File: src/shared/dtc_consts.svh
`ifndef DTC_CONSTS_SVH
`define DTC_CONSTS_SVH

// Register offsets on the plain register port.
`define DTC_ADDR_CSR2     8'h08
`define DTC_ADDR_RELOAD   8'h09
`define DTC_ADDR_CNT2     8'h0A
`define DTC_ADDR_CSR1     8'h0B
`define DTC_ADDR_CAPTURE  8'h0C

// Control/status 2 field positions.
`define DTC_CSR2_TIMEBASE2_FLAG     0
`define DTC_CSR2_TIMEBASE2_IRQ_ENABLE    1
// Control/status 1 field positions.
`define DTC_CSR1_TIMEBASE1_FLAG     3
`define DTC_CSR1_TIMEBASE1_IRQ_ENABLE    4
`define DTC_CSR1_PERDBL   5
`define DTC_CSR1_CAPF     6
`define DTC_CSR1_CAPIE    7

`define DTC_PRESCALE_LAST 5'h1F
`define DTC_CNT1_LAST     8'hF9
`define DTC_CNT2_LAST     8'hFF
`define DTC_BYTE_ZERO     8'h00
`define DTC_BYTE_ONE      8'h01

`endif

File: src/shared/dtc_pkg.sv
package dtc_pkg;
  typedef logic [7:0] dtc_byte_t;
  typedef enum logic {DTC_PHASE_FIRST, DTC_PHASE_SECOND} dtc_phase_t;
endpackage

File: src/hdl/dtc_pin_sync.sv
`timescale 1ns/10ps
// Three-stage synchroniser with edge detection on the last two stages.
module dtc_pin_sync
  import dtc_pkg::*;
(
  input  wire logic clk,
  input  wire logic sys_rst,
  input  wire logic pin_in,
  output logic      edge_pulse
);
  logic [2:0] sync_reg;
  logic [2:0] sync_next;

  always_comb begin
    sync_next = {sync_reg[1:0], pin_in};
  end

  always_ff @(posedge clk) begin
    if (sys_rst) begin
      sync_reg <= 3'h0;
    end else begin
      sync_reg <= sync_next;
    end
  end

  // Only stages two and three take part in the edge decision.
  assign edge_pulse = sync_reg[1] ^ sync_reg[2];
endmodule

File: src/hdl/dtc_timer.sv
`timescale 1ns/10ps
`include "dtc_consts.svh"
module dtc_timer
  import dtc_pkg::*;
(
  input  wire logic       clk,
  input  wire logic       sys_rst,
  input  wire logic [7:0] reg_addr,
  input  wire logic [7:0] reg_wdata,
  input  wire logic       reg_write,
  input  wire logic       reg_read,
  output dtc_byte_t       reg_rdata,
  input  wire logic       halt_mode,
  input  wire logic       capture_input_pin,
  output logic            timebase1_irq,
  output logic            timebase2_irq,
  output logic            capture_irq
);
  logic [4:0] prescale_reg;
  logic [4:0] prescale_next;
  dtc_byte_t  counter1_reg;
  dtc_byte_t  counter1_next;
  dtc_phase_t phase_reg;
  dtc_phase_t phase_next;
  dtc_byte_t  counter2_value_reg;
  dtc_byte_t  counter2_value_next;
  dtc_byte_t  counter2_reload_reg;
  dtc_byte_t  counter2_reload_next;
  dtc_byte_t  capture_value_reg;
  dtc_byte_t  capture_value_next;
  logic       started_reg;
  logic       started_next;
  logic       timebase1_flag;
  logic       timebase1_flag_next;
  logic       timebase1_irq_enable;
  logic       timebase1_irq_enable_next;
  logic       timebase2_flag;
  logic       timebase2_flag_next;
  logic       timebase2_irq_enable;
  logic       timebase2_irq_enable_next;
  logic       capture_flag;
  logic       capture_flag_next;
  logic       capture_irq_enable;
  logic       capture_irq_enable_next;
  logic       period_double_select;
  logic       period_double_select_next;
  dtc_byte_t  rdata_reg;
  dtc_byte_t  rdata_next;
  logic       tick;
  logic       cnt1_wrap;
  logic       tb1_event;
  logic       tb2_event;
  logic       pin_edge;
  logic       cap_event;

  function automatic logic hit(input logic [7:0] addr, input logic [7:0] target);
    hit = (addr == target);
  endfunction

  dtc_pin_sync u_sync (
    .clk        (clk),
    .sys_rst    (sys_rst),
    .pin_in     (capture_input_pin),
    .edge_pulse (pin_edge)
  );

  assign tick      = (prescale_reg == `DTC_PRESCALE_LAST) && !halt_mode;
  assign cnt1_wrap = tick && (counter1_reg == `DTC_CNT1_LAST);
  // With period doubling, only every second wrap is an overflow event.
  assign tb1_event = cnt1_wrap && (!period_double_select || phase_reg == DTC_PHASE_SECOND);
  assign tb2_event = tick && started_reg && (counter2_value_reg == `DTC_CNT2_LAST);
  assign cap_event = pin_edge && !capture_flag;

  always_comb begin
    prescale_next = prescale_reg;
    counter1_next = counter1_reg;
    phase_next    = phase_reg;
    if (!halt_mode) begin
      prescale_next = prescale_reg + 5'h01;
    end
    if (tick) begin
      counter1_next = cnt1_wrap ? `DTC_BYTE_ZERO : counter1_reg + `DTC_BYTE_ONE;
    end
    if (cnt1_wrap) begin
      phase_next = (phase_reg == DTC_PHASE_FIRST) ? DTC_PHASE_SECOND : DTC_PHASE_FIRST;
    end
  end

  always_comb begin
    counter2_value_next  = counter2_value_reg;
    counter2_reload_next = counter2_reload_reg;
    started_next         = 1'b1;
    if (reg_write && hit(reg_addr, `DTC_ADDR_RELOAD)) begin
      counter2_reload_next = reg_wdata;
    end
    if (!started_reg) begin
      counter2_value_next = counter2_reload_reg;
    end else if (tb2_event) begin
      counter2_value_next = counter2_reload_reg;
    end else if (tick) begin
      counter2_value_next = counter2_value_reg + `DTC_BYTE_ONE;
    end
  end

  always_comb begin
    timebase1_flag_next       = timebase1_flag;
    timebase2_flag_next       = timebase2_flag;
    capture_flag_next         = capture_flag;
    capture_value_next        = capture_value_reg;
    timebase1_irq_enable_next = timebase1_irq_enable;
    timebase2_irq_enable_next = timebase2_irq_enable;
    capture_irq_enable_next   = capture_irq_enable;
    period_double_select_next = period_double_select;
    if (reg_write && hit(reg_addr, `DTC_ADDR_CSR1)) begin
      // The flag bits of this byte are ignored on write.
      capture_irq_enable_next   = reg_wdata[`DTC_CSR1_CAPIE];
      period_double_select_next = reg_wdata[`DTC_CSR1_PERDBL];
      timebase1_irq_enable_next = reg_wdata[`DTC_CSR1_TIMEBASE1_IRQ_ENABLE];
    end
    if (reg_write && hit(reg_addr, `DTC_ADDR_CSR2)) begin
      timebase2_irq_enable_next = reg_wdata[`DTC_CSR2_TIMEBASE2_IRQ_ENABLE];
    end
    // Clears come first so that a same-cycle hardware set wins.
    if (reg_read && hit(reg_addr, `DTC_ADDR_CSR1)) begin
      timebase1_flag_next = 1'b0;
    end
    if (reg_read && hit(reg_addr, `DTC_ADDR_CSR2)) begin
      timebase2_flag_next = 1'b0;
    end
    if (reg_read && hit(reg_addr, `DTC_ADDR_CAPTURE)) begin
      capture_flag_next = 1'b0;
    end
    if (tb1_event) begin
      timebase1_flag_next = 1'b1;
    end
    if (tb2_event) begin
      timebase2_flag_next = 1'b1;
    end
    if (cap_event) begin
      capture_flag_next  = 1'b1;
      capture_value_next = counter1_reg;
    end
  end

  always_comb begin
    rdata_next = `DTC_BYTE_ZERO;
    if (reg_read) begin
      case (reg_addr)
        `DTC_ADDR_CSR2: begin
          rdata_next[`DTC_CSR2_TIMEBASE2_IRQ_ENABLE] = timebase2_irq_enable;
          rdata_next[`DTC_CSR2_TIMEBASE2_FLAG]  = timebase2_flag;
        end
        `DTC_ADDR_RELOAD: begin
          rdata_next = counter2_reload_reg;
        end
        `DTC_ADDR_CNT2: begin
          rdata_next = counter2_value_reg;
        end
        `DTC_ADDR_CSR1: begin
          rdata_next[`DTC_CSR1_CAPIE]  = capture_irq_enable;
          rdata_next[`DTC_CSR1_CAPF]   = capture_flag;
          rdata_next[`DTC_CSR1_PERDBL] = period_double_select;
          rdata_next[`DTC_CSR1_TIMEBASE1_IRQ_ENABLE]  = timebase1_irq_enable;
          rdata_next[`DTC_CSR1_TIMEBASE1_FLAG]   = timebase1_flag;
        end
        `DTC_ADDR_CAPTURE: begin
          rdata_next = capture_value_reg;
        end
        default: begin
          rdata_next = `DTC_BYTE_ZERO;
        end
      endcase
    end
  end

  always_ff @(posedge clk) begin
    if (sys_rst) begin
      prescale_reg         <= 5'h00;
      counter1_reg         <= `DTC_BYTE_ZERO;
      phase_reg            <= DTC_PHASE_FIRST;
      counter2_value_reg   <= `DTC_BYTE_ZERO;
      counter2_reload_reg  <= `DTC_BYTE_ZERO;
      capture_value_reg    <= `DTC_BYTE_ZERO;
      started_reg          <= 1'b0;
      timebase1_flag       <= 1'b0;
      timebase2_flag       <= 1'b0;
      capture_flag         <= 1'b0;
      timebase1_irq_enable <= 1'b0;
      timebase2_irq_enable <= 1'b0;
      capture_irq_enable   <= 1'b0;
      period_double_select <= 1'b0;
      rdata_reg            <= `DTC_BYTE_ZERO;
    end else begin
      prescale_reg         <= prescale_next;
      counter1_reg         <= counter1_next;
      phase_reg            <= phase_next;
      counter2_value_reg   <= counter2_value_next;
      counter2_reload_reg  <= counter2_reload_next;
      capture_value_reg    <= capture_value_next;
      started_reg          <= started_next;
      timebase1_flag       <= timebase1_flag_next;
      timebase2_flag       <= timebase2_flag_next;
      capture_flag         <= capture_flag_next;
      timebase1_irq_enable <= timebase1_irq_enable_next;
      timebase2_irq_enable <= timebase2_irq_enable_next;
      capture_irq_enable   <= capture_irq_enable_next;
      period_double_select <= period_double_select_next;
      rdata_reg            <= rdata_next;
    end
  end

  assign reg_rdata     = rdata_reg;
  assign timebase1_irq = timebase1_flag && timebase1_irq_enable;
  assign timebase2_irq = timebase2_flag && timebase2_irq_enable;
  assign capture_irq   = capture_flag && capture_irq_enable;

  property p_tb1_set;
    @(posedge clk) disable iff (sys_rst) tb1_event |=> timebase1_flag;
  endproperty
  a_tb1_set: assert property (p_tb1_set) else $error("Timebase 1 flag not set on overflow.");

  property p_tb1_clear;
    @(posedge clk) disable iff (sys_rst)
      (reg_read && reg_addr == `DTC_ADDR_CSR1 && !tb1_event) |=> !timebase1_flag;
  endproperty
  a_tb1_clear: assert property (p_tb1_clear) else $error("Timebase 1 flag not cleared by read.");

  property p_cnt1_range;
    @(posedge clk) disable iff (sys_rst) counter1_reg <= `DTC_CNT1_LAST;
  endproperty
  a_cnt1_range: assert property (p_cnt1_range) else $error("Counter 1 beyond wrap value.");

  property p_capture_value;
    @(posedge clk) disable iff (sys_rst)
      (pin_edge && !capture_flag) |=> (capture_flag && capture_value_reg == $past(counter1_reg));
  endproperty
  a_capture_value: assert property (p_capture_value) else $error("Capture did not latch counter 1.");

  property p_capture_hold;
    @(posedge clk) disable iff (sys_rst) capture_flag |=> $stable(capture_value_reg);
  endproperty
  a_capture_hold: assert property (p_capture_hold) else $error("Capture taken while flag set.");

  property p_cap_clear;
    @(posedge clk) disable iff (sys_rst)
      (reg_read && reg_addr == `DTC_ADDR_CAPTURE && !pin_edge) |=> !capture_flag;
  endproperty
  a_cap_clear: assert property (p_cap_clear) else $error("Capture flag not cleared by read.");

  property p_cap_write;
    @(posedge clk) disable iff (sys_rst)
      (reg_write && !reg_read && !pin_edge) |=> (capture_flag == $past(capture_flag));
  endproperty
  a_cap_write: assert property (p_cap_write) else $error("Write changed the capture flag.");

  property p_reload;
    @(posedge clk) disable iff (sys_rst)
      tb2_event |=> (timebase2_flag && counter2_value_reg == $past(counter2_reload_reg));
  endproperty
  a_reload: assert property (p_reload) else $error("Counter 2 did not reload on overflow.");

  property p_halt;
    @(posedge clk) disable iff (sys_rst) (halt_mode && started_reg) |=> $stable(counter2_value_reg);
  endproperty
  a_halt: assert property (p_halt) else $error("Counter 2 moved in halt.");
endmodule

File: config.mk
export PLATFORM = sky130hd
export DESIGN_NAME = dtc_timer
export DESIGN_NICKNAME = d
export VERILOG_FILES = /design/src/shared/dtc_pkg.sv /design/src/hdl/dtc_pin_sync.sv /design/src/hdl/dtc_timer.sv
export VERILOG_INCLUDE_DIRS = /design/src /design/src/shared
export SDC_FILE = /design/constraint.sdc
export NUM_CORES = 1
export LEC_CHECK = 0
export BUFFER_PORTS_ARGS = -buffer_cell sky130_fd_sc_hd__buf_4
export CORE_MARGIN = 3
export CORE_UTILIZATION = 40
export CTS_BUF_LIST = sky130_fd_sc_hd__clkbuf_16
export DETAILED_ROUTE_END_ITERATION = 10
export PLACE_DENSITY = 0.66
export SLEW_MARGIN = 30
export SYNTH_ARGS = -nofsm -noshare
export SYNTH_HDL_FRONTEND = slang
export SYNTH_SLANG_ARGS = --single-unit
export TNS_END_PERCENT = 10
File: constraint.sdc
create_clock -name clk -period 2.5 [get_ports clk]
set_input_delay 0.375 -clock clk [delete_from_list [all_inputs] [get_ports clk]]
set_output_delay 0.375 -clock clk [all_outputs]
set_load 0.005 [all_outputs]
; Yosys cells after proc, flatten, opt, wreduce, memory -nomap -nowiden
; Index checks and enable logic that the tools add are counted.
[word_totals]
ff_bits = 57
input_bits = 22
out_inout_bits = 11
word_cells = 68
[classes]
add_sub_neg = 3
eq_ne = 9
n_mux = 15
bitwise = 2
reduce_logical = 23
[op_table]
columns = operator, count
row1 = equality test 8 x 4 -> 1 bit (second input constant), 5
row2 = two-way mux 8 bit, 4
row3 = one-hot mux 5 bit (4 select lines), 1
row4 = adder 8 x 1 -> 8 bit (second input constant), 2
row5 = equality test 8 bit (second input constant), 2
row6 = logical AND 1 bit, 15
row7 = two-way mux 1 bit, 8
row8 = one-hot mux 2 bit (4 select lines), 1
row9 = nonzero test 2 bit, 3
row10 = adder 5 x 1 -> 5 bit (second input constant), 1
row11 = equality test 5 bit (second input constant), 1
row12 = logical NOT 1 bit, 3
row13 = inequality test 3 x 1 -> 1 bit (second input constant), 1
row14 = one-hot mux 1 bit (3 select lines), 1
row15 = OR reduction 2 bit, 1
row16 = logical OR 1 bit, 1
row17 = inverter 1 bit, 1
row18 = XOR 1 bit, 1

; Depth between registers and ports, before layout
; Gate-level depths: netlist of the first run.
[logic_depth]
word_depth = 6
depth_mapped = 8
ltp_nobuf = 7

; Cells and area by module
; A second synthesis of the first run with hierarchy kept.
[unflattened]
hier_cells = 326
hier_area_um2 = 2742.6
[modules_own_cells]
columns = mod, n_inst, cells_per_inst, area_each_um2, seq_area_each_um2
row1 = dtc_timer, 1, 319, 2655.0, 1081.0
row2 = dtc_pin_sync, 1, 7, 87.6, 60.1

; Least setup slack after synthesis of the first run
; OpenSTA, ideal clock, no wires.
[synth_path]
kind = register -> register
from = register prescale_reg[0]
to = register counter2_value_reg[3]
setup_ps = 74
t_arrival_ps = 1764
path_slack_ps = 662
stages_incl_launch_ff = 9
path_buffers = 1
cell_sequence = dfxtp_1 -> ha_1 -> and3_1 -> ha_1 -> and4b_1 -> buf_4 -> a31oi_1 -> o221ai_1 -> a31oi_1
[synth_via]
elab_chain_cells = 6
[synth_lines]
columns = item, line
row1 = start: declaration, dtc_timer.sv:19  ; logic [4:0] prescale_reg;
row2 = start signal: assignment, dtc_timer.sv:194  ; prescale_reg <= prescale_next;
row3 = equality test 5 bit (no source line) (*), --
row4 = logical AND 1 bit (*), dtc_timer.sv:67  ; assign tick = (prescale_reg == `DTC_PRESCALE_LAST) && !halt_mode;
row5 = logical AND 1 bit (2 in a row), dtc_timer.sv:71  ; assign tb2_event = tick && started_reg && (counter2_value_reg == `DTC_CNT2_LAST);
row6 = two-way mux 8 bit, dtc_timer.sv:98  ; end else if (tb2_event) begin
row7 = two-way mux 8 bit, dtc_timer.sv:96  ; if (!started_reg) begin
row8 = end signal: assignment, dtc_timer.sv:181  ; counter2_value_reg <= `DTC_BYTE_ZERO;
row9 = end signal: assignment, dtc_timer.sv:197  ; counter2_value_reg <= counter2_value_next;
row10 = end: declaration, dtc_timer.sv:25  ; dtc_byte_t counter2_value_reg;
; Every way passes the cells marked *; elsewhere a longest branch is shown, timed or not.
; A chain may end at the register's enable or synchronous reset.

; Worst setup path in the final report of the first run
[layout_path]
from = register prescale_reg[0]
to = register counter2_value_reg[7]
; Same word-level chain as after synthesis.

==> impl_metrics.toml, run 1 <==
[run_status]
status = "completed"

[yosys]
synth.ff_latch_count = 57
synth_compound_area_frac = 0.162
synth_top_family_by_area = "simple AND/OR/NAND/NOR gates"
yosys-top-cells-area = "dfxtp_1 (42%), a21oi_1 (5.2%), mux2i_1 (4.8%), nor2_1 (4.5%), nand2_1 (4.2%)"
synth_edf_count = 0
synth.most_common_cell = "dfxtp_1"
yosys.area_share.adder = 0.0233
async_flop_share = 0
synth_cell_type_count = 50
synthCells = 310
synth-simple-area-share = 0.250
synth_xor_area_frac = 0.0456
synth-main-ff-cell = "dfxtp_1"
syn_avg_cell_area_um2 = 8.67
synth_area_um2 = 2690
yosysWarnings = 0
yosysTopAreaCell = "dfxtp_1"
synthMuxAreaShare = 0.0484
syn_nets = 337
netlist.area_leader.share = 0.424
yosys-top-cells-count = "dfxtp_1 (57), nor2_1 (32), nand2_1 (30)"
ys_seq_area_frac = 0.424

[critical_path]
crit_top_cell = "ha_1"
critPathArrivalTime_ns = 2.22
worst-setup-path-type = "reg -> reg"
cp_slowest_cell = "dfxtp_1"
slowest_delay_ns = 0.36
cp_num_buf_inv = 0
worstReg2RegEnd = "counter2_value_reg[7]"
critical_path.startpoint_type = "flip-flop"
r2r_slack_ns = 0.51
cp-end-kind = "flip-flop"
regToRegStartpoint = "prescale_reg[0]"
worst-path-max-fanout = 7
critPathRequiredTime_ns = 2.73
crit_family = "simple AND/OR/NAND/NOR gates"
ff2ff_path_depth = 7
path_cells = "ha_1 -> and3_1 -> ha_1 -> and4b_1 -> nand4_1 -> o21a_1 -> a311oi_1"

[sta]
finalCritPeriodShare = 0.797
worst_pin_slew_ns = 0.596
setup_slack_ns = 0.508
rsz0062_at_grt = "false"
setup_viol = 0
relSlewSlack = 0.602
fmax_mhz = 502
fin_skew_ns = 0.00887
hold_viol_final = 0
fin_tns_setup_ns = 0
period_minus_slack_ns = 1.99
finalMaxSlewViolations = 0

[floorplan]
core_um2 = 6420
rows = 29
fp.dieW_um = 88.0
die_h_um = 88.0
die-area_um2 = 7740
initial_core_util = 0.419
io-pin-count = 33

[detailed_routing]
drc = 0
final_antenna_net_count = 0
dr.pass1.iters = 4
totalWireLength_um = 6420
vias = 2324
drt-initial-drc-count = 202
wl_per_cell_um = 15.5
viasPerCell = 5.60

[hold_path]
hold_depth = 2
hp-start = "capture_input_pin"
min_to = "u_sync.sync_reg[0]"
min_path_type = "in -> reg"

[cts]
cts_max_level = 3
cts_buffers = 9
cts_tree = "built"
cts_resized = 0
cts_sinks = 57
cts_setup_buffers = 0
clk_latency_ns = 0.33
clk_pin_slew_ns = 0.05
clockBufferDepth = 2
root_buffer = "clkbuf_16"
hold_buffers = 0

[grt]
gr-usage-met2 = 0.274
antenna_found_initial = 0
use_met3 = 0.0433
grt_util_all_layers = 0.184
gr-total-overflow = 0
grt_use_met1 = 0.239
grt.busiest_layer = "met2"
grt_pass1_vias = 2190
grt_pass1_wl_um = 10800
grt_start_max_net_pins = 44

[place]
port_buffers = 32
dpl_worst_slack_ns = 0.512
gp_congestion = 0.903
dp_hpwl_um = 4520

[finish]
n_antenna_cell = 0
num-nets-final = 361
final_layout_size_suffix_gt1_frac = 0.160
syn_to_final_growth_pct = 19.5
fill_cells = 630

[power_and_ir_drop]
power.leakage_nw = 1.23
peakVddDrop_mv = 0.370
powerDensity_nw_per_um2 = 676

[run]
drv_cap = 0
==> metrics by stage <==
stage | hold slack [ns] | total power, W | std cells | utilization | area [um^2]
2_1_floorplan | 0.414 | 0.00101 | 310 | - | 2690
3_3_place_gp | 0.438 | 0.00105 | 400 | 0.457 | 2940
3_5_place_dp | 0.430 | 0.00105 | 400 | 0.457 | 2940
4_1_cts | 0.264 | 0.00219 | 415 | 0.500 | 3210
5_1_grt | 0.292 | 0.00225 | 415 | 0.500 | 3210
6_report | 0.273 | 0.00217 | 415 | 0.500 | 3210
==> cell type report <==
type,count,area [um^2],area share
Clock buffer,9,225,0.0701
Clock inverter,6,51.3,0.0160
Inverter,5,18.8,0.00584
Multi-Input combinational cell,227,1430,0.444
Sequential cell,57,1140,0.355
Tap cell,77,96.3,0.0300
Timing Repair Buffer,34,255,0.0794
==> layout by cell type, fill, tap and decap left out, drive strengths merged, types with 5 or more instances in the layout <==
cell type and n:
and2 5, nor3 6, and3 5, a31oi 5, nand3 8, clkbuf 9, clkinv 5, mux2i 13
nor2 32, inv 5, a22o 6, nand4 12, buf 34, a21oi 28, nand2 30, ha 5
nor2b 7, xnor2 10, o21ai 14, dfxtp 57, a22oi 8
==> kinds of logic after synthesis <==
logic type                 count (synthesis)
xor gates and xnor gates                  14
buffers and inverters                     26
DFF                                       57
and+or+nand+nor                          124
adders and majority gates                  5
muxes                                     13
AOI/OAI and AO/OA                         71
==> worst reg2reg max path, stage by stage (launching register included) <==
cell and delay [ns]:
dfxtp_1 0.36, ha_1 0.17, and3_1 0.15, ha_1 0.26, and4b_1 0.36, nand4_1 0.20, o21a_1 0.21, a311oi_1 0.20
==> power breakdown <==
group / internal, W / leakage [nW] / switching (W) / total, W
clock network: 0.000748 / 0.141 / 0.000392 / 0.00114
registers: 0.000920 / 0.461 / 0.0000129 / 0.000933
logic: 0.0000440 / 0.624 / 0.0000565 / 0.000101
==> layer usage <==
layer  share of wire  up-vias
li1                -     1163
met5               0        -
met1            0.44     1071
met2            0.47       70
met3           0.059       20
met4           0.033        0
==> worst max path at each step <==
stage,end,slack [ns],cells after the start,start
floorplan,counter2_value_reg[3],0.66,8,prescale_reg[0]
global placement,counter2_value_reg[7],0.59,7,prescale_reg[0]
detailed placement,counter2_value_reg[7],0.51,7,prescale_reg[0]
CTS,counter2_value_reg[7],0.49,7,prescale_reg[0]
global route,counter2_value_reg[7],0.29,7,prescale_reg[0]
finish,counter2_value_reg[7],0.51,7,prescale_reg[0]
(Power assumes the default switching activity.)
==> run 2: changes to the inputs <==
- PLACE_DENSITY: 0.66 -> 0.68
- clock period: 2.5 -> 1.7 ns (I/O delays scaled with it)
==> impl_metrics.toml, run 2 (synthesis results as in run 1) <==
[floorplan]
io-pin-count = 33
fp.dieW_um = 88.0
initial_core_util = 0.419
rows = 29
core_um2 = 6420
die_h_um = 88.0
die-area_um2 = 7740

[sta]
fmax_mhz = 545
finalCritPeriodShare = 1.08
hold_viol_final = 0
rsz0062_at_grt = "true"
worst_pin_slew_ns = 0.636
finalMaxSlewViolations = 0
relSlewSlack = 0.573
setup_viol = 13
setup_slack_ns = -0.136
period_minus_slack_ns = 1.84
fin_skew_ns = 0.00775

[critical_path]
critical_path.startpoint_type = "flip-flop"
cp_num_buf_inv = 1
crit_family = "compound AO/OA/AOI/OAI gates"
critPathRequiredTime_ns = 1.93
crit_start = "prescale_reg[1]"
worst-setup-path-type = "reg -> reg"
regToRegStartpoint = "prescale_reg[1]"
slowest_delay_ns = 0.33
cp_slowest_cell = "dfxtp_2"
crit_top_cell = "ha_4"
cp-end-kind = "flip-flop"
worst-path-max-fanout = 5
path_cells = "ha_4 -> and3_4 -> ha_4 -> and4b_2 -> buf_4 -> a21oi_4 -> o22ai_1 -> a311oi_1"
critPathArrivalTime_ns = 2.06

[power_and_ir_drop]
peakVddDrop_mv = 0.509
power.leakage_nw = 1.36
powerDensity_nw_per_um2 = 881

[detailed_routing]
final_antenna_net_count = 0
totalWireLength_um = 6820
drc = 0
vias = 2486
drt-initial-drc-count = 179
viasPerCell = 5.60
dr.pass1.iters = 5
wl_per_cell_um = 15.4

[finish]
syn_to_final_growth_pct = 29.9
num-nets-final = 389
final_common_cell = "buf_4"
mostFrequentLayoutCells = "buf_4 (61), dfxtp_1 (55), nor2_1 (32)"
n_antenna_cell = 0
fill_cells = 577
final_cells = 444
final_layout_size_suffix_gt1_frac = 0.253

[cts]
cts_sinks = 57
cts_buffers = 9
clk_latency_ns = 0.32
cts_tree = "built"
cts_max_level = 3
clk_pin_slew_ns = 0.05
root_buffer = "clkbuf_16"
clockBufferDepth = 2

[grt]
antenna_found_initial = 0
grt_pass1_vias = 2308
grt_start_max_net_pins = 32
gr-total-overflow = 0
grt_pass1_wl_um = 11000
grt_util_all_layers = 0.186

[place]
post-place-cells = 421
port_buffers = 32
gp_congestion = 0.924
dpl_worst_slack_ns = -0.127
dp_hpwl_um = 4840

[run]
drv_cap = 0

[run_status]
status = "complete, but fails checks"
violations = "setup timing"

[hold_path]
min_path_type = "in -> reg"
hp-start = "capture_input_pin"
run 2: worst register-to-register path, delay by kind of cell (launching register included):
kind / cells / cell delay (ns)
buffers and inverters: 1 / 0.15
DFF: 1 / 0.33
AOI/OAI and AO/OA: 3 / 0.53
and+or+nand+nor: 2 / 0.43
adders and majority gates: 2 / 0.32
run 2: cell type report:
type / instances / area [um^2] / share of cell area
timing repair buffer: 62 / 478 / 0.137
tap: 77 / 96.3 / 0.0276
inverter: 5 / 18.8 / 0.00537
clock inverter: 7 / 28.8 / 0.00824
clock buffer: 9 / 225 / 0.0645
multi-input combinational: 227 / 1500 / 0.430
sequential: 57 / 1140 / 0.327
run 2: where the power goes:
part           switching, W  internal, W
logic              0.000102    0.0000865
clock network      0.000573     0.000950
registers         0.0000124      0.00135
total              0.000688      0.00239
run 2: metal layers:
layer  global-route usage  part of all wire  vias to the layer above  routed length (um)
met3               0.0508             0.049                       13                 335
met4               0.0851             0.027                        0                 183
met2                0.301              0.47                       79                3230
li1                     -                 -                     1219                   -
met1                0.231              0.45                     1175                3080
met5                    0                 0                        -                   0
run 2: stage by stage:
stage / instance area (um^2) / utilization / power [W] / hold slack [ns] / TNS, ns
after floorplan: 2740 / - / 0.00149 / 0.383 / 0
after CTS: 3430 / 0.533 / 0.00309 / 0.159 / -0.324
after detailed placement: 3150 / 0.490 / 0.00157 / 0.443 / -0.286
final: 3490 / 0.544 / 0.00308 / 0.159 / -0.480
after global placement: 3150 / 0.490 / 0.00157 / 0.420 / -0.0694
after global routing: 3490 / 0.544 / 0.00319 / 0.187 / -1.59
run 2: path summary, 6_finish.rpt:
path                           end  slack (ns)  depth (start not counted)
max reg2reg  counter2_value_reg[7]       -0.14                          8
max          counter2_value_reg[7]       -0.14                          8
min reg2reg     u_sync.sync_reg[1]        0.45                          1
min             u_sync.sync_reg[0]        0.16                          2
run 2: repair_timing:
item,4_1_cts,5_1_grt
hold buffers,0,0
pin swaps,5,7
setup buffers,2,5
endpoints found under the setup margin,14,19
gates resized for setup,2,6
